### src/verilog/hcd_pkg.sv
// Purpose: constants and types for the instruction word decoder
// Assumes: 16-bit instruction words, APB register access
// Notes: opcode patterns and register map shared by design and bench
package hcd_pkg;
   // ----------------------------------------
   // register map
   // ----------------------------------------
   localparam logic [11:0] CTRL_OFS = 12'h000;
   localparam logic [11:0] STATUS_OFS = 12'h004;
   localparam logic [11:0] UNIMPL_CNT_OFS = 12'h008;
   localparam int CTRL_VAR16_BIT = 0;
   localparam int CTRL_REL_BIT = 1;
   localparam logic [1:0] CTRL_RESET = 2'h1;
   // ----------------------------------------
   // word patterns
   // ----------------------------------------
   localparam logic [3:0] MEM_OP_LAST = 4'hd;
   localparam logic [15:0] PAGE_MID = 16'h0200;
   localparam logic [15:0] REG_SPACE_END = 16'h0020;
   localparam logic [8:0] RET_PAT = 9'h1e1;
   localparam logic [9:0] EXE_PAT = 10'h380;
   localparam logic [11:0] CLEAR4_PAT = 12'h738;
   localparam logic [11:0] XFER4_PAT = 12'h730;
   // ----------------------------------------
   // decode classes, one-hot
   // ----------------------------------------
   typedef enum logic [11:0] {
      CL_NONE  = 12'h000,
      CL_MEM   = 12'h001,
      CL_SHIFT = 12'h002,
      CL_SKIP  = 12'h004,
      CL_ALTER = 12'h008,
      CL_RET   = 12'h010,
      CL_COMPL = 12'h020,
      CL_EXE   = 12'h040,
      CL_IO    = 12'h080,
      CL_STACK = 12'h100,
      CL_FOUR  = 12'h200,
      CL_MANT  = 12'h400,
      CL_ARITH = 12'h800
   } hcd_class_type;
   // ----------------------------------------
   // fixed-word operations
   // ----------------------------------------
   typedef enum logic [4:0] {
      OP_NONE, OP_DMA_DIR_OUT, OP_DMA_DIR_IN, OP_POINTER_LOWER_CLEAR,
      OP_POINTER_LOWER_SET, OP_POINTER_UPPER_CLEAR, OP_POINTER_UPPER_SET,
      OP_IRQ_ENABLE, OP_IRQ_DISABLE, OP_DMA_ENABLE, OP_PULSE_COUNT, OP_DMA_DISABLE,
      OP_FIRST_MANT_RIGHT, OP_DECIMAL_RIGHT_SHIFT, OP_SECOND_MANT_LEFT,
      OP_SECOND_MANT_RIGHT, OP_NORMALIZE, OP_FIXED_ADD, OP_MANT_WORD_ADD,
      OP_FIRST_MANT_COMPL, OP_SECOND_MANT_COMPL, OP_FAST_MULTIPLY,
      OP_FAST_DIVIDE, OP_BINARY_MULTIPLY, OP_CARRY_CLEAR
   } hcd_op_type;
endpackage
### src/verilog/hcd_decoder.sv
// Purpose: registered decoder for the three-unit instruction set
// Assumes: one word per cycle on fetch_valid, synchronous inputs
// Notes: results appear one clock after the word is offered
//
// The implementer's own choices: the register addresses and the APB slave port.
`timescale 1ns/1ps
module hcd_decoder (
   input wire logic clk,
   input wire logic rstn,
   input wire logic psel,
   input wire logic penable,
   input wire logic pwrite,
   input wire logic [11:0] paddr,
   input wire logic [31:0] pwdata,
   output logic [31:0] prdata,
   output logic pready,
   output logic pslverr,
   input wire logic fetch_valid,
   input wire logic [15:0] fetch_word,
   input wire logic [15:0] fetch_pc,
   input wire logic [15:0] stack_ptr,
   output logic dec_valid,
   output hcd_pkg::hcd_class_type dec_class,
   output hcd_pkg::hcd_op_type dec_op,
   output logic dec_unimpl,
   output logic sel_core,
   output logic sel_io,
   output logic sel_math,
   output logic mem_indirect,
   output logic [3:0] mem_opcode,
   output logic mem_current_page,
   output logic [9:0] mem_addr_field,
   output logic [15:0] mem_eff_addr,
   output logic mem_is_reg,
   output logic ab_sel,
   output logic [1:0] shift_type,
   output logic [4:0] shift_count,
   output logic [15:0] skip_target,
   output logic [1:0] skip_cond,
   output logic skip_invert,
   output logic ret_pop,
   output logic [5:0] ret_offset,
   output logic compl_ones,
   output logic alter_change,
   output logic alter_set,
   output logic [4:0] exe_reg,
   output logic stk_byte,
   output logic stk_decrement,
   output logic stk_withdraw,
   output logic stk_ptr_d,
   output logic [2:0] stk_reg,
   output logic stk_adjust_before,
   output logic stk_byte_left,
   output logic [4:0] block_count
);
   // ----------------------------------------
   // helpers
   // ----------------------------------------
   function automatic logic [15:0] page_off(input logic [9:0] a);
      if (a[9]) begin
         page_off = 16'h0000 - {6'h00, {1'b0, ~a[8:0]} + 10'h001};
      end else begin
         page_off = {7'h00, a[8:0]};
      end
   endfunction

   function automatic logic [15:0] skip_tgt(input logic [15:0] p, input logic [5:0] f);
      if (f[5]) begin
         skip_tgt = p - {10'h000, {1'b0, ~f[4:0]} + 6'h01};
      end else begin
         skip_tgt = p + {11'h000, f[4:0]};
      end
   endfunction

   // ----------------------------------------
   // control registers
   // ----------------------------------------
   logic [1:0] ctrl_reg;
   logic [15:0] unimpl_cnt_reg;
   logic var16;
   logic rel_mode;
   logic hit_ctrl;
   logic hit_status;
   logic hit_cnt;
   logic apb_wr;
   logic [31:0] rd_mux;

   assign var16 = ctrl_reg[hcd_pkg::CTRL_VAR16_BIT];
   assign rel_mode = ctrl_reg[hcd_pkg::CTRL_REL_BIT];
   assign hit_ctrl = paddr == hcd_pkg::CTRL_OFS;
   assign hit_status = paddr == hcd_pkg::STATUS_OFS;
   assign hit_cnt = paddr == hcd_pkg::UNIMPL_CNT_OFS;
   assign pready = 1'b1;
   assign pslverr = psel & penable & ~(hit_ctrl | hit_status | hit_cnt);
   assign apb_wr = psel & penable & pwrite;

   always_ff @(posedge clk or negedge rstn) begin
      if (!rstn) begin
         ctrl_reg <= hcd_pkg::CTRL_RESET;
      end else if (apb_wr && hit_ctrl) begin
         ctrl_reg <= pwdata[1:0];
      end
   end

   always_comb begin
      rd_mux = 32'h0000_0000;
      if (hit_ctrl) begin
         rd_mux = {30'h0, ctrl_reg};
      end else if (hit_status) begin
         rd_mux = {15'h0, dec_unimpl, 4'h0, dec_class};
      end else if (hit_cnt) begin
         rd_mux = {16'h0, unimpl_cnt_reg};
      end
   end

   // read word caught in the setup cycle: prdata comes from a flip-flop and pready still needs no wait
   always_ff @(posedge clk or negedge rstn) begin
      if (!rstn) begin
         prdata <= 32'h0000_0000;
      end else if (psel && !penable && !pwrite) begin
         prdata <= rd_mux;
      end
   end

   // ----------------------------------------
   // classification
   // ----------------------------------------
   hcd_pkg::hcd_class_type cls_next;
   hcd_pkg::hcd_op_type op_next;
   logic [15:0] w;
   logic [15:0] off;
   logic [15:0] eff_next;

   assign w = fetch_word;
   assign off = page_off(w[9:0]);

   always_comb begin
      op_next = hcd_pkg::OP_NONE;
      unique case (w)
         16'h7100: op_next = var16 ? hcd_pkg::OP_DMA_DIR_OUT : hcd_pkg::OP_NONE;
         16'h7108: op_next = var16 ? hcd_pkg::OP_DMA_DIR_IN : hcd_pkg::OP_NONE;
         16'h7140: op_next = var16 ? hcd_pkg::OP_POINTER_LOWER_CLEAR : hcd_pkg::OP_NONE;
         16'h7148: op_next = var16 ? hcd_pkg::OP_POINTER_LOWER_SET : hcd_pkg::OP_NONE;
         16'h7150: op_next = var16 ? hcd_pkg::OP_POINTER_UPPER_CLEAR : hcd_pkg::OP_NONE;
         16'h7158: op_next = var16 ? hcd_pkg::OP_POINTER_UPPER_SET : hcd_pkg::OP_NONE;
         16'h7110: op_next = hcd_pkg::OP_IRQ_ENABLE;
         16'h7118: op_next = hcd_pkg::OP_IRQ_DISABLE;
         16'h7120: op_next = hcd_pkg::OP_DMA_ENABLE;
         16'h7128: op_next = hcd_pkg::OP_PULSE_COUNT;
         16'h7138: op_next = hcd_pkg::OP_DMA_DISABLE;
         16'h7b00: op_next = hcd_pkg::OP_FIRST_MANT_RIGHT;
         16'h7b21: op_next = hcd_pkg::OP_DECIMAL_RIGHT_SHIFT;
         16'h7b61: op_next = hcd_pkg::OP_SECOND_MANT_LEFT;
         16'h7b40: op_next = hcd_pkg::OP_SECOND_MANT_RIGHT;
         16'h7340: op_next = hcd_pkg::OP_NORMALIZE;
         16'h7280: op_next = hcd_pkg::OP_FIXED_ADD;
         16'h7200: op_next = hcd_pkg::OP_MANT_WORD_ADD;
         16'h7260: op_next = hcd_pkg::OP_FIRST_MANT_COMPL;
         16'h7220: op_next = hcd_pkg::OP_SECOND_MANT_COMPL;
         16'h7a00: op_next = hcd_pkg::OP_FAST_MULTIPLY;
         16'h7a21: op_next = hcd_pkg::OP_FAST_DIVIDE;
         16'h7b8f: op_next = hcd_pkg::OP_BINARY_MULTIPLY;
         16'h73c0: op_next = hcd_pkg::OP_CARRY_CLEAR;
         default: op_next = hcd_pkg::OP_NONE;
      endcase
   end

   // order matters: groups that share the 1111 and 0111 prefixes are told apart by bits 10-5
   always_comb begin
      cls_next = hcd_pkg::CL_NONE;
      if (w[14:11] <= hcd_pkg::MEM_OP_LAST) begin
         cls_next = hcd_pkg::CL_MEM;
      end else if (w[15:12] == 4'hf && w[10:8] == 3'h1 && w[5:4] == 2'h0) begin
         cls_next = hcd_pkg::CL_SHIFT;
      end else if (w[15:7] == hcd_pkg::RET_PAT) begin
         cls_next = hcd_pkg::CL_RET;
      end else if (w[15:12] == 4'hf && w[10:7] == 4'h0 && w[5:0] == 6'h20) begin
         cls_next = hcd_pkg::CL_COMPL;
      end else if (w[14:5] == hcd_pkg::EXE_PAT) begin
         cls_next = hcd_pkg::CL_EXE;
      end else if (w[15:12] == 4'h7 && w[10:9] == 2'h2) begin
         cls_next = hcd_pkg::CL_SKIP;
      end else if (w[14:12] == 3'h7 && w[10] && (w[15] || w[9])) begin
         cls_next = hcd_pkg::CL_ALTER;
      end else if (w[15:12] == 4'h7 && w[10:8] == 3'h1 && w[6:5] == 2'h3) begin
         cls_next = hcd_pkg::CL_STACK;
      end else if (w[15:4] == hcd_pkg::CLEAR4_PAT || w[15:4] == hcd_pkg::XFER4_PAT) begin
         cls_next = hcd_pkg::CL_FOUR;
      end else if (op_next >= hcd_pkg::OP_FIXED_ADD) begin
         cls_next = hcd_pkg::CL_ARITH;
      end else if (op_next >= hcd_pkg::OP_FIRST_MANT_RIGHT) begin
         cls_next = hcd_pkg::CL_MANT;
      end else if (op_next != hcd_pkg::OP_NONE) begin
         cls_next = hcd_pkg::CL_IO;
      end
   end

   always_comb begin
      if (!w[10]) begin
         eff_next = off;
      end else if (rel_mode) begin
         eff_next = fetch_pc + off;
      end else begin
         eff_next = {fetch_pc[15:10], 10'h000} + hcd_pkg::PAGE_MID + off;
      end
   end

   // ----------------------------------------
   // output registers
   // ----------------------------------------
   always_ff @(posedge clk or negedge rstn) begin
      if (!rstn) begin
         dec_valid <= 1'b0;
         dec_class <= hcd_pkg::CL_NONE;
         dec_op <= hcd_pkg::OP_NONE;
         dec_unimpl <= 1'b0;
         sel_core <= 1'b0;
         sel_io <= 1'b0;
         sel_math <= 1'b0;
      end else begin
         dec_valid <= fetch_valid;
         dec_class <= fetch_valid ? cls_next : hcd_pkg::CL_NONE;
         dec_op <= fetch_valid ? op_next : hcd_pkg::OP_NONE;
         dec_unimpl <= fetch_valid && cls_next == hcd_pkg::CL_NONE;
         sel_core <= fetch_valid && (cls_next & 12'h07f) != 12'h000;
         sel_io <= fetch_valid && (cls_next & 12'h180) != 12'h000;
         sel_math <= fetch_valid && (cls_next & 12'he00) != 12'h000;
      end
   end

   // fields are loaded on every offered word; meaningful only for the matching class
   always_ff @(posedge clk or negedge rstn) begin
      if (!rstn) begin
         mem_indirect <= 1'b0;
         mem_opcode <= 4'h0;
         mem_current_page <= 1'b0;
         mem_addr_field <= 10'h000;
         mem_eff_addr <= 16'h0000;
         mem_is_reg <= 1'b0;
         ab_sel <= 1'b0;
         shift_type <= 2'h0;
         shift_count <= 5'h00;
         skip_target <= 16'h0000;
         skip_cond <= 2'h0;
         skip_invert <= 1'b0;
         ret_pop <= 1'b0;
         ret_offset <= 6'h00;
         compl_ones <= 1'b0;
         alter_change <= 1'b0;
         alter_set <= 1'b0;
         exe_reg <= 5'h00;
         block_count <= 5'h00;
      end else if (fetch_valid) begin
         mem_indirect <= w[15];
         mem_opcode <= w[14:11];
         mem_current_page <= w[10];
         mem_addr_field <= w[9:0];
         mem_eff_addr <= eff_next;
         mem_is_reg <= eff_next < hcd_pkg::REG_SPACE_END;
         ab_sel <= w[11];
         shift_type <= w[7:6];
         shift_count <= {1'b0, w[3:0]} + 5'h01;
         skip_target <= skip_tgt(fetch_pc, w[5:0]);
         skip_cond <= w[7:6];
         skip_invert <= w[8];
         ret_pop <= w[6];
         ret_offset <= w[5:0];
         compl_ones <= w[6];
         alter_change <= w[7];
         alter_set <= w[6];
         exe_reg <= w[4:0];
         block_count <= {1'b0, w[3:0]} + 5'h01;
      end
   end

   always_ff @(posedge clk or negedge rstn) begin
      if (!rstn) begin
         stk_byte <= 1'b0;
         stk_decrement <= 1'b0;
         stk_withdraw <= 1'b0;
         stk_ptr_d <= 1'b0;
         stk_reg <= 3'h0;
         stk_adjust_before <= 1'b0;
         stk_byte_left <= 1'b0;
      end else if (fetch_valid) begin
         stk_byte <= w[11];
         stk_decrement <= w[7];
         stk_withdraw <= w[4];
         stk_ptr_d <= w[3];
         stk_reg <= w[2:0];
         stk_adjust_before <= ~w[4];
         stk_byte_left <= w[11] && (var16 ? stack_ptr[0] : stack_ptr[15]);
      end
   end

   // counter saturates so software can tell overflow from wrap
   always_ff @(posedge clk or negedge rstn) begin
      if (!rstn) begin
         unimpl_cnt_reg <= 16'h0000;
      end else if (apb_wr && hit_cnt) begin
         // an unknown word in the clearing cycle still counts
         unimpl_cnt_reg <= {15'h0, dec_unimpl};
      end else if (dec_unimpl && unimpl_cnt_reg != 16'hffff) begin
         unimpl_cnt_reg <= unimpl_cnt_reg + 16'h0001;
      end
   end

   // ----------------------------------------
   // checks
   // ----------------------------------------
   property p_mem_op;
      @(posedge clk) disable iff (!rstn)
      fetch_valid && fetch_word[14:11] <= 4'hd |=> dec_class == hcd_pkg::CL_MEM && sel_core
         && mem_opcode == $past(fetch_word[14:11]);
   endproperty
   a_mem_op: assert property (p_mem_op) else $error("memory word misdecoded");

   property p_base_page;
      @(posedge clk) disable iff (!rstn)
      fetch_valid && !fetch_word[10] && !fetch_word[9] |=> mem_eff_addr == {7'h00, $past(fetch_word[8:0])};
   endproperty
   a_base_page: assert property (p_base_page) else $error("base page address wrong");

   property p_neg_off;
      @(posedge clk) disable iff (!rstn)
      fetch_valid && !fetch_word[10] && fetch_word[9]
         |=> mem_eff_addr + {7'h00, ~$past(fetch_word[8:0])} + 16'h0001 == 16'h0000;
   endproperty
   a_neg_off: assert property (p_neg_off) else $error("negative offset wrong");

   property p_rel_page;
      @(posedge clk) disable iff (!rstn)
      fetch_valid && fetch_word[10] && rel_mode |=> mem_eff_addr - $past(fetch_pc) + 16'h0200
         == {6'h00, ~$past(fetch_word[9]), $past(fetch_word[8:0])};
   endproperty
   a_rel_page: assert property (p_rel_page) else $error("relative page address wrong");

   property p_shift_cnt;
      @(posedge clk) disable iff (!rstn)
      fetch_valid && fetch_word[15:12] == 4'hf && fetch_word[10:8] == 3'h1 && fetch_word[5:4] == 2'h0
         |=> dec_class == hcd_pkg::CL_SHIFT && shift_count == $past(fetch_word[3:0]) + 5'h01;
   endproperty
   a_shift_cnt: assert property (p_shift_cnt) else $error("shift count wrong");

   property p_skip_back;
      @(posedge clk) disable iff (!rstn)
      fetch_valid && fetch_word[5] |=> skip_target + {11'h000, ~$past(fetch_word[4:0])} + 16'h0001
         == $past(fetch_pc);
   endproperty
   a_skip_back: assert property (p_skip_back) else $error("backward skip wrong");

   property p_stack_order;
      @(posedge clk) disable iff (!rstn)
      dec_class == hcd_pkg::CL_STACK |-> stk_adjust_before != stk_withdraw && sel_io && !sel_core;
   endproperty
   a_stack_order: assert property (p_stack_order) else $error("stack adjust order wrong");

   property p_variant;
      @(posedge clk) disable iff (!rstn)
      fetch_valid && fetch_word == 16'h7100 && !var16 |=> dec_unimpl && !sel_io;
   endproperty
   a_variant: assert property (p_variant) else $error("16-bit word accepted in 15-bit mode");

   property p_unimpl;
      @(posedge clk) disable iff (!rstn)
      dec_unimpl |-> !sel_core && !sel_io && !sel_math && dec_class == hcd_pkg::CL_NONE;
   endproperty
   a_unimpl: assert property (p_unimpl) else $error("unit selected for unknown word");

   property p_block;
      @(posedge clk) disable iff (!rstn)
      fetch_valid && fetch_word[15:4] == 12'h730 |=> sel_math && dec_class == hcd_pkg::CL_FOUR
         && block_count - 5'h01 == {1'b0, $past(fetch_word[3:0])};
   endproperty
   a_block: assert property (p_block) else $error("block count out of range");

   property p_irq;
      @(posedge clk) disable iff (!rstn)
      fetch_valid && fetch_word == 16'h7118 |=> dec_op == hcd_pkg::OP_IRQ_DISABLE
         && dec_class == hcd_pkg::CL_IO && sel_io;
   endproperty
   a_irq: assert property (p_irq) else $error("interrupt disable misdecoded");
endmodule

### config.mk
export PLATFORM = sky130hd
export DESIGN_NAME = hcd_decoder
export DESIGN_NICKNAME = d
export VERILOG_FILES = /design/src/verilog/hcd_pkg.sv /design/src/verilog/hcd_decoder.sv
export SDC_FILE = /design/constraint.sdc
export NUM_CORES = 1
export LEC_CHECK = 0
export BUFFER_PORTS_ARGS = -buffer_cell sky130_fd_sc_hd__buf_2
export CAP_MARGIN = 0
export CORE_ASPECT_RATIO = 1.5
export CORE_MARGIN = 2
export CORE_UTILIZATION = 45
export CTS_CLUSTER_SIZE = 14
export DETAILED_ROUTE_END_ITERATION = 7
export PLACE_DENSITY = 0.73
export SLEW_MARGIN = 0
export SYNTH_ARGS = -nofsm -noshare
export SYNTH_HDL_FRONTEND = slang
export SYNTH_SLANG_ARGS = --single-unit
### constraint.sdc
create_clock -name clk -period 2.7 [get_ports clk]
set_input_delay 0.135 -clock clk [delete_from_list [all_inputs] [get_ports clk]]
set_output_delay 0.135 -clock clk [all_outputs]
set_load 0.005 [all_outputs]
==> metrics.md, run 1 <==
| Metric | Value |
|---|---|
| Status | finished clean |
| Avg WL per Cell | approximately 15 um |
| Pins Over Slew Limit | 0 |
| Synth Flop Type | dfrtp_1 |
| Storage cell area | about 2800 um2 |
| Slew at the pin closest to its max-slew limit | slightly above 1 ns |
| Detailed Route Iter0 Violations | 299 |
| Area of the multi-input gates | ~3500 um2 |
| RD Place Congestion | around 0.9 |
| IO Port Bufs | 182 |
| Hold Vio Cnt, Final | 0 |
| Final Skew | approximately 0.011 ns |
| CTS tree | done |
| IO Pins | approximately 240 |
| Critical R2R Launch | ctrl_reg[1] |
| Total of max-cap violations | 0 |
| Pwr Density | about 640 nW/um2 |
| Initial antenna violation count | 1 |
| Worst EP arrival | between 2 and 3 ns |
| Async set-reset flop share out of synthesis | 1.000 |
| Worst Path Max Fanout | 4 |
| Worst VDD drop | slightly below 0.0004 V |
| Largest net degree at the start of global routing | 81 |
| FMAX | approximately 390 MHz |
| Worst Setup SP | fetch_word[13] |
| Hold slack | ~0.017 ns |
| DR vias | between 5000 and 6000 |
| Tot Pwr | between 5 and 6 mW |
| Worst setup EP type | flip-flop |
| DIE WIDTH | roughly 110 um |
| Clock transition at the registers of the reported paths | 0.05 ns |
| Row count | 55 |
| Number of remaining DRC errors | 0 |
| Hold wc startpoint | fetch_word[14] |
| Nets | 1040 |
| Initial Utilization | 0.4575 |
| CTS sink count | roughly 110 |
| CTS H-tree lvls | 4 |
| Hold crit path type | in -> reg |
| Netlist cell types | 77 |
| Netlist Area Pre-Place | 6894 um2 |
| Post-synth EDFFs | 0 |
| Clock tree buffer depth | 2 |
| Lkg Pwr | between 4 and 5 nW |
| Area Growth Syn to Fin | 23.92% |
| CP Launch Type | input pin |
| Setup TNS | 0 ns |
| First-pass GRT wire length | 27.83 mm |
| Mapped Cells | ~740 |
| RSZ-0062 raised after global routing | false |
| Final setup vio count | 0 |
| Post-DR vias/cell | around 5.2 |
| Register with the most flip-flops | prdata |
| # fillers | 1421 |
| Minimum clock period | ~2.6 ns |
| Worst setup margin | about 0.12 ns |
| Antenna diode instance count | 0 |
| Fraction of layout cells with a size suffix above 1 | 0.3405 |
| Final HPWL DP | 12.99 mm |
| Synth Register Bits | approximately 110 |
| Total Wirelength | about 17 mm |
| Syn avg cell area | just over 9 um2 |
| Max_slew headroom | 0.3194 |
| Core Box Area | roughly 15000 um2 |
| Die ar. | approximately 16000 um2 |
| Vias in the first global route | 5605 |
| Clock Tree Root | clkbuf_16 |
| Period utilization | 0.9555 |
| Pre-CTS WS | -0.2530 ns |
| YS warnings | 0 |
| GRT Total Usage | 0.2139 |
| Max reg flops | 17 |
| Clock Latency Late Sink | 0.41 ns |
| Post CTS Setup Buffer Count | 0 |
| Die Span Y | ~160 um |
| Crit Path Category | in -> reg |
| Pre-antenna DRT Iters | 4 |
| Dpl cells | 1097 |
| Seq/Total Area, Yosys | 0.4103 |
| CP Data Required Time | around 3.0 ns |
| Final Non-Filler Cells | around 1100 |
| Antenna viol nets, final | 0 |
| TritonCTS Buffers | 17 |
| Grt total ovfl | 0 |
-- synthesized netlist by cell type (3+ instances only) --
| master | n | area [um2] |
|---|---|---|
| dfrtp_1 | 112 | 2803 |
| nor2_1 | 76 | 285.3 |
| nand2_1 | 71 | 266.5 |
| buf_4 | 49 | 367.9 |
| a21oi_1 | 39 | 195.2 |
| mux2_2 | 35 | 394.1 |
| clkbuf_1 | 31 | 116.4 |
| o21ai_0 | 28 | 140.1 |
| nand3_1 | 23 | 115.1 |
| ha_1 | 20 | 250.2 |
| xnor2_1 | 20 | 175.2 |
| inv_1 | 16 | 60.06 |
| nor3_1 | 16 | 80.08 |
| xor2_1 | 16 | 140.1 |
| o31ai_1 | 14 | 105.1 |
| a22oi_1 | 10 | 75.07 |
| mux2i_1 | 10 | 100.1 |
| nand4_1 | 10 | 62.56 |
| and2_1 | 9 | 56.30 |
| nor4_1 | 9 | 56.30 |
| a31oi_1 | 7 | 43.79 |
| and3_1 | 7 | 43.79 |
| nand2b_1 | 7 | 43.79 |
| nor2b_1 | 7 | 43.79 |
| nand4b_1 | 5 | 43.79 |
| a2111oi_0 | 4 | 35.03 |
| a21o_1 | 4 | 30.03 |
| and4_1 | 4 | 35.03 |
| or3_1 | 4 | 25.02 |
| a211oi_1 | 3 | 22.52 |
| buf_6 | 3 | 33.78 |
| clkbuf_8 | 3 | 41.29 |
| nor3b_1 | 3 | 22.52 |
| o21ai_1 | 3 | 15.01 |
| or2_2 | 3 | 18.77 |
-- layout by cell type, fill, tap and decap left out, types with 9 or more instances in the layout --
cell type,synthesis,final
inv_1,16,16
nand4_1,10,10
o21ai_0,28,28
nand3_1,23,23
and2_1,9,9
o31ai_1,14,14
clkbuf_16,0,17
ha_1,20,20
conb_1,2,16
nand2_1,71,71
mux2_2,35,35
a22oi_1,10,10
xor2_1,16,16
dfrtp_1,112,111
nor3_1,16,16
nor4_1,9,9
xnor2_1,20,20
mux2i_1,10,10
buf_2,1,181
buf_4,49,56
a21oi_1,39,39
nor2_1,76,76
-- layout make-up --
cell class,count,share of cell area
sequential,113,0.3313
multi-input combinational,532,0.4042
clock inverter,9,0.01245
tap,199,0.02914
clock buffer,23,0.05595
inverter,16,0.007030
timing repair buffer,241,0.1599
-- what timing repair did --
item	in CTS	in global routing
hold buffers	3	1
hold endpoints to repair	76	1
setup endpoints to repair	0	1
gates resized for setup	0	1
-- report_power, final --
part / leakage, nW / switching [mW] / internal [mW]
logic: 2.37 / 0.575 / 0.536
clock network: 0.279 / 0.785 / 1.43
registers: 1.37 / 0.195 / 1.91
total: 4.02 / 1.56 / 3.87
-- per-stage QoR --
step           cell area (um2)    util
6_report                  8543  0.5669
5_1_grt                   8543  0.5669
4_1_cts                   8532  0.5661
3_5_place_dp              7918  0.5254
3_3_place_gp              7918  0.5254
2_1_floorplan             6947       -
-- routing by layer --
metal / vias to the layer above / wire [um] / track usage
li1: 2934 / - / -
met1: 2830 / 6907 / 0.2414
met2: 149 / 9224 / 0.3986
met3: 21 / 713 / 0.04511
met4: 2 / 257 / 0.06984
met5: - / 11 / 0
-- cells by family (layout without fill, tap and decap cells) --
logic type                 Yosys count  after routing  synth area share
muxes                               45             45           0.07169
and+or+nand+nor                    268            268            0.1926
xor gates and xnor gates            36             36           0.04573
buffers and inverters              106            289           0.09637
adders and majority gates           21             21           0.03920
DFF                                113            113            0.4103
other                                2             16          0.001089
AOI/OAI and AO/OA                  146            146            0.1430
-- final timing paths --
path	to	depth (start not counted)	slack, ns
hold reg to reg	prdata[0]	2	0.47
max in group asynchronous	unimpl_cnt_reg[0]	3	1.39
hold / removal	mem_opcode[3]	2	0.02
setup reg to reg	mem_is_reg	8	0.15
min in group asynchronous	mem_eff_addr[9]	2	0.39
setup / recovery	sel_io	10	0.12
-- worst max-delay path, stage by stage --
cell and delay (ns):
dlygate4sd3_1 0.54, buf_2 0.14, and3b_1 0.21, nand4_1 0.20, nor3_1 0.13, and2_1 0.20
and3_1 0.18, a311o_1 0.33, or4_1 0.54, a31o_1 0.25
Note: power is estimated with default switching activity, not from simulation.
==> run 2, diff against run 1 <==
Settings changed: CORE_UTILIZATION 45 to 51, PLACE_DENSITY 0.73 to 0.81, REMOVE_ABC_BUFFERS set to 1.
==> run 2 against run 1 <==
Compared with the run above:
- hold slack got worse by 0.0046 ns
- register-to-register slack improved by 0.02 ns
- utilization rose by 7.1 points
- critical path type unchanged
==> metrics.md, run 2 (same netlist as run 1, synthesis figures left out) <==
| Metric | Value |
|---|---|
| Crit-path cells | buf_2 > ha_1 > fa_1 > a211oi_2 > o21bai_2 > a41o_1 > a32oi_2 > o2111ai_1 > nor4b_2 > or4b_1 > o41ai_2 |
| Max reg flops | 17 (unchanged) |
| DR vias | 6149 (+3.6%) |
| Critical path's slowest cell | or4b_1 |
| Nets | 1041 (+0.096%) |
| CP Launch Type | input pin |
| Row count | 52 (-5.5%) |
| Pre-antenna DRT Iters | 5 (+1) |
| Clock Tree Root | clkbuf_16 |
| IO Port Bufs | 182 (unchanged) |
| Critical path's top delay family | compound AO/OA/AOI/OAI gates |
| Leading cell type in the layout, fill and taps excluded | buf_2 |
| Die Span Y | 146.4 um (-5.9%) |
| Lkg Pwr | 4.021 nW (about the same) |
| Pre-CTS WS | -0.2809 ns (-0.02791 ns) |
| Crit Path Category | in -> reg |
| CTS sink count | 113 (unchanged) |
| Total of max-cap violations | 0 (unchanged) |
| Worst Path Max Fanout | 2 (-2) |
| Minimum clock period | 2.580 ns (-0.0001530 ns) |
| Final setup vio count | 0 (unchanged) |
| Core Box Area | 13340 um2 (-11%) |
| Largest net degree at the start of global routing | 55 (-32%) |
| Total Wirelength | 18.22 mm (+6.5%) |
| Vias in the first global route | 5985 (+6.8%) |
| Hold crit path type | in -> reg |
| Worst VDD drop | 0.0004299 V (+12%) |
| Max incr delay on CP | 0.49 ns (-0.05 ns) |
| Pwr Density | 636.6 nW/um2 (+0.20%) |
| First-pass GRT wire length | 29.19 mm (+4.9%) |
| Clock transition at the registers of the reported paths | 0.05 ns (about the same) |
| TritonCTS Buffers | 17 (unchanged) |
| Antenna diode instance count | 0 (unchanged) |
| Period utilization | 0.9555 (about the same) |
| WP buf/inv | 1 (-1) |
| Fin util | 0.6374 (+0.07056) |
| Detailed Route Iter0 Violations | 383 (+28%) |
| DIE WIDTH | 98.93 um (-5.8%) |
| Reg2reg setup slack | 0.17 ns (+0.02 ns) |
| Worst EP arrival | 2.88 ns (about the same) |
| Commonest cells after routing, fill and taps aside | 181 x buf_2, 112 x dfrtp_1, 76 x nor2_1 |
| Fraction of layout cells with a size suffix above 1 | 0.3405 (unchanged) |
| FMAX | 387.6 MHz (about the same) |
| Final Skew | 0.006147 ns (-0.005149 ns) |
| IO Pins | 243 (unchanged) |
| Worst setup EP type | flip-flop |
| GRT Total Usage | 0.2526 (+0.03869) |
| CTS tree | done |
| Register with the most flip-flops | prdata |
| Setup TNS | 0 ns (unchanged) |
| Clock tree buffer depth | 2 (unchanged) |
| Slew at the pin closest to its max-slew limit | 0.9826 ns (-0.03830 ns) |
| Number of remaining DRC errors | 0 (unchanged) |
| Clock Latency Late Sink | 0.41 ns (about the same) |
| Area Growth Syn to Fin | 23.32% |
| Post-DR vias/cell | 5.610 (+7.1%) |
| Worst setup margin | 0.1202 ns (+0.0001530 ns) |
| CP Data Required Time | 3.01 ns (+0.02 ns) |
| Antenna viol nets, final | 0 (unchanged) |
| Final HPWL DP | 13.63 mm (+4.9%) |
| Hold Vio Cnt, Final | 0 (unchanged) |
| Initial antenna violation count | 0 (-1) |
| RD Place Congestion | 0.8872 (-1.6%) |
| Max_slew headroom | 0.3434 (+0.02395) |
| Avg WL per Cell | 16.62 um (+10%) |
| CTS H-tree lvls | 4 (unchanged) |
| Status | finished clean |
| Initial Utilization | 0.5169 (+0.05943) |
| RSZ-0062 raised after global routing | false |
| Die ar. | 14480 um2 (-11%) |
| Pins Over Slew Limit | 0 (unchanged) |
| Grt total ovfl | 0 (unchanged) |
[run 2: what timing repair did]
action | in CTS | in global routing
gates resized for setup | 0 | 2
hold endpoints to repair | 56 | 0
hold buffers | 5 | 0
setup buffers | 0 | 0
setup endpoints to repair | 0 | 1
[run 2: through the flow]
stage	hold slack [ns]	power [mW]	std cells	area, um2
after floorplan	-0.1606	2.695	661	6342
after global placement	0.2057	3.222	1060	7884
after detailed placement	0.2139	3.259	1060	7884
after CTS	0.002664	5.432	1096	8496
after global routing	0.01158	5.673	1096	8502
final	0.01233	5.412	1096	8502
[run 2: path summary, 6_finish.rpt]
path | from | endpoint | cells after the start
worst max-delay path | fetch_word[0] | mem_is_reg | 11
worst min-delay path | stack_ptr[0] | stk_byte_left | 3
worst max register to register | ctrl_reg[1] | mem_is_reg | 8
worst min register to register | prdata[13] | prdata[13] | 2
max in group asynchronous | rstn | ctrl_reg[0] | 3
min in group asynchronous | rstn | dec_op[0] | 2
[run 2: worst min-delay path: cells and delay by family]
family,cells,cell delay [ns]
AOI/OAI and AO/OA,1,0.12
buffers and inverters,1,0.07
muxes,1,0.06
[run 2: final cells by class]
cell class,count,area [um2]
Sequential cell,113,2829
Fill cell,1101,4836
Multi-Input combinational cell,532,3460
Inverter,16,60.06
Timing Repair Buffer,242,1389
Clock buffer,20,446.7
Tap cell,162,202.7
Clock inverter,11,115.1
[run 2: per-layer routing]
layer  up-vias  GRT usage  wire (um)
met2       218     0.4514       9692
met1      2959     0.2876       7016
met5         -          0          0
met3        47    0.04739        924
li1       2925          -          -
met4         0     0.1164        585
[run 2: power by group]
group	leakage (nW)	switching (mW)	internal, mW
Combinational	2.38	0.599	0.538
Clock	0.267	0.780	1.36
Sequential	1.37	0.220	1.91
==> run 3, diff against run 2 <==
Settings changed: CELL_PAD_IN_SITES_DETAIL_PLACEMENT set to 1, CELL_PAD_IN_SITES_GLOBAL_PLACEMENT set to 1, CORE_UTILIZATION 51 to 25, PLACE_DENSITY 0.81 to unset, PLACE_DENSITY_LB_ADDON set to 0.1.
Clock period 2.7 ns to 3.2 ns, I/O delays scaled along.
==> run 3 against run 2 <==
Compared with the run above:
- cell area is 0.81% higher
- global-route usage fell by 9.4 points
- sequential cell count unchanged
- largest cell class unchanged
==> metrics.md, run 3 (same netlist as run 1, synthesis figures left out) <==
| Metric | Value |
|---|---|
| Status | finished clean |
| Largest net degree at the start of global routing | 59 (+7.3%) |
| Area of the multi-input gates | 3453 um2 (-0.18%) |
| IO Port Bufs | 182 (unchanged) |
| First-pass GRT wire length | 36.12 mm (+24%) |
| Fraction of layout cells with a size suffix above 1 | 0.3201 (-0.02038) |
| FMAX | between 300 and 400 MHz |
| Clock tree buffer depth | 2 (unchanged) |
| CP endpoint | sel_io |
| Minimum clock period | ~2.7 ns |
| Clock transition at the registers of the reported paths | 0.05 ns (about the same) |
| Die Span Y | 207.4 um (+42%) |
| Worst Setup SP | fetch_word[13] |
| Hold crit path type | in -> reg |
| RD Place Congestion | 0.7885 (-11%) |
| # fillers | 3240 (+190%) |
| Clock Tree Root | clkbuf_16 |
| Slew at the pin closest to its max-slew limit | 1.105 ns (+0.1223 ns) |
| Die ar. | 28950 um2 (+100%) |
| Initial antenna violation count | 0 (unchanged) |
| Setup TNS | 0 ns (unchanged) |
| Met1 Usage GRT | 0.1740 (-0.1135) |
| Leading cell type in the layout, fill and taps excluded | buf_2 |
| Area Growth Syn to Fin | 24.32% |
| Number of remaining DRC errors | 0 (unchanged) |
| Worst EP arrival | 2.99 ns (+0.11 ns) |
| Post CTS Setup Buffer Count | 0 (unchanged) |
| Critical R2R Launch | ctrl_reg[1] |
| Worst setup EP type | flip-flop |
| Pre-antenna DRT Iters | 4 (-1) |
| Storage cell area | 2829 um2 (unchanged) |
| Cts repair resizes | 0 (unchanged) |
| Detailed Route Iter0 Violations | 111 (-71%) |
| Total of max-cap violations | 0 (unchanged) |
| Met2 GRT Util | 0.3058 (-0.1456) |
| Lkg Pwr | 3.919 nW (-2.5%) |
| Crit-path cells | dlygate4sd3_1 > buf_2 > and3b_1 > nand4_1 > nor3_1 > and2_1 > and3_1 > a311o_1 > or4_1 > a31o_1 |
| Final Skew | 0.006160 ns (+0.00001335 ns) |
| Hold Vio Cnt, Final | 0 (unchanged) |
| Core Box Area | 27220 um2 (+100%) |
| Clock Latency Late Sink | 0.42 ns (about the same) |
| RSZ-0062 raised after global routing | false |
| Worst setup margin | 0.5189 ns (+0.3986 ns) |
| CTS H-tree lvls | 4 (unchanged) |
| Pins Over Slew Limit | 0 (unchanged) |
| Worst r2r dst | mem_is_reg |
| Worst Path Max Fanout | 4 (+2) |
| Pwr Density | 551.6 nW/um2 (-13%) |
| Tot Pwr | 4.727 mW (-13%) |
| Pre-CTS WS | 0.1383 ns (+0.4192 ns) |
| Antenna viol nets, final | 0 (unchanged) |
| Max incr delay on CP | 0.57 ns (+0.08 ns) |
| Nets | 1013 (-2.7%) |
| Met3 Use GR | 0.03299 (-0.01440) |
| GRT Total Usage | 0.1589 (-0.09368) |
| Max_slew headroom | 0.2616 (-0.08172) |
| Busiest metal layer after global routing | met2 |
| Register with the most flip-flops | prdata |
| Total Wirelength | 22.47 mm (+23%) |
| Final setup vio count | 0 (unchanged) |
| Worst VDD drop | 0.0003627 V (-16%) |
| Period utilization | 0.8379 |
| Commonest cells after routing, fill and taps aside | 180 x buf_2, 112 x dfrtp_1, 76 x nor2_1 |
| CTS sink count | 113 (unchanged) |
| DIE WIDTH | 139.6 um (+41%) |
| Final HPWL DP | 17.46 mm (+28%) |
| Post-DR vias/cell | 4.685 (-16%) |
| DR vias | 5852 (-4.8%) |
| CTS tree | done |
| Initial Utilization | 0.2533 (-0.2636) |
| Crit Path Category | in -> reg |
| Avg WL per Cell | 17.99 um (+8.2%) |
| Critical path's slowest cell | dlygate4sd3_1 |
| Max reg flops | 17 (unchanged) |
| IO Pins | 243 (unchanged) |
| Reg2reg setup slack | 0.59 ns (+0.42 ns) |
| Hold buffer count at cts | 4 (-1) |
| TritonCTS Buffers | 17 (unchanged) |
| CP Data Required Time | 3.51 ns (+0.50 ns) |
| Row count | 74 (+42%) |
| Vias in the first global route | 6439 (+7.6%) |
| CP Launch Type | input pin |
| Grt total ovfl | 0 (unchanged) |
| Worst R2R Path Depth | 8 (unchanged) |
run 3: cell types whose count changed in the layout (fill, tap and decap cells not counted), sizes merged:
cell         change
buf             -27
diode            +1
clkbuf           +1
clkinv           -1
bufinv           +2
dlygate4sd3      -1
clkinvlp         -2
run 3: cell type report:
type	count	share of cell area
multi-input combinational	532	0.4029
clock buffer	21	0.05372
antenna	1	0.0002920
clock inverter	10	0.01854
timing repair buffer	214	0.1375
inverter	16	0.007007
tap	342	0.04993
sequential	113	0.3301
run 3: worst min-delay path by stage:
stage,start,end,slack (ns),cells after the start
5_1_grt,fetch_word[14],mem_opcode[3],0.04,2
3_3_place_gp,rstn,prdata[12],0.16,1
6_report,fetch_word[14],mem_opcode[3],0.03,2
3_5_place_dp,rstn,prdata[12],0.16,1
2_1_floorplan,rstn,block_count[0],-0.14,0
4_1_cts,fetch_word[14],mem_opcode[3],0.02,2
run 3: per-stage QoR:
step | cell area [um2] | hold WS (ns) | util | std cells
after floorplan | 6342 | -0.1356 | - | 661
after global placement | 7909 | 0.1550 | 0.2905 | 1213
after detailed placement | 7909 | 0.1577 | 0.2905 | 1213
after CTS | 8568 | 0.01570 | 0.3148 | 1248
after global routing | 8568 | 0.03668 | 0.3148 | 1248
final | 8571 | 0.03194 | 0.3149 | 1249
run 3: where the power goes:
group / total (mW) / internal (mW) / switching (mW)
clock: 2.01 / 1.34 / 0.679
sequential: 1.79 / 1.61 / 0.174
combinational: 0.928 / 0.420 / 0.507
total: 4.73 / 3.37 / 1.36
run 3: layer usage:
layer	part of all wire	vias up
li1	-	2864
met1	0.40	2867
met2	0.56	114
met3	0.037	7
met4	0.0097	0
met5	0	-
run 3: worst max-delay path, delay by kind of cell:
kind                   cells  cell delay (ns)
AOI/OAI and AO/OA          2             0.58
buffers and inverters      2             0.72
and+or+nand+nor            6             1.52
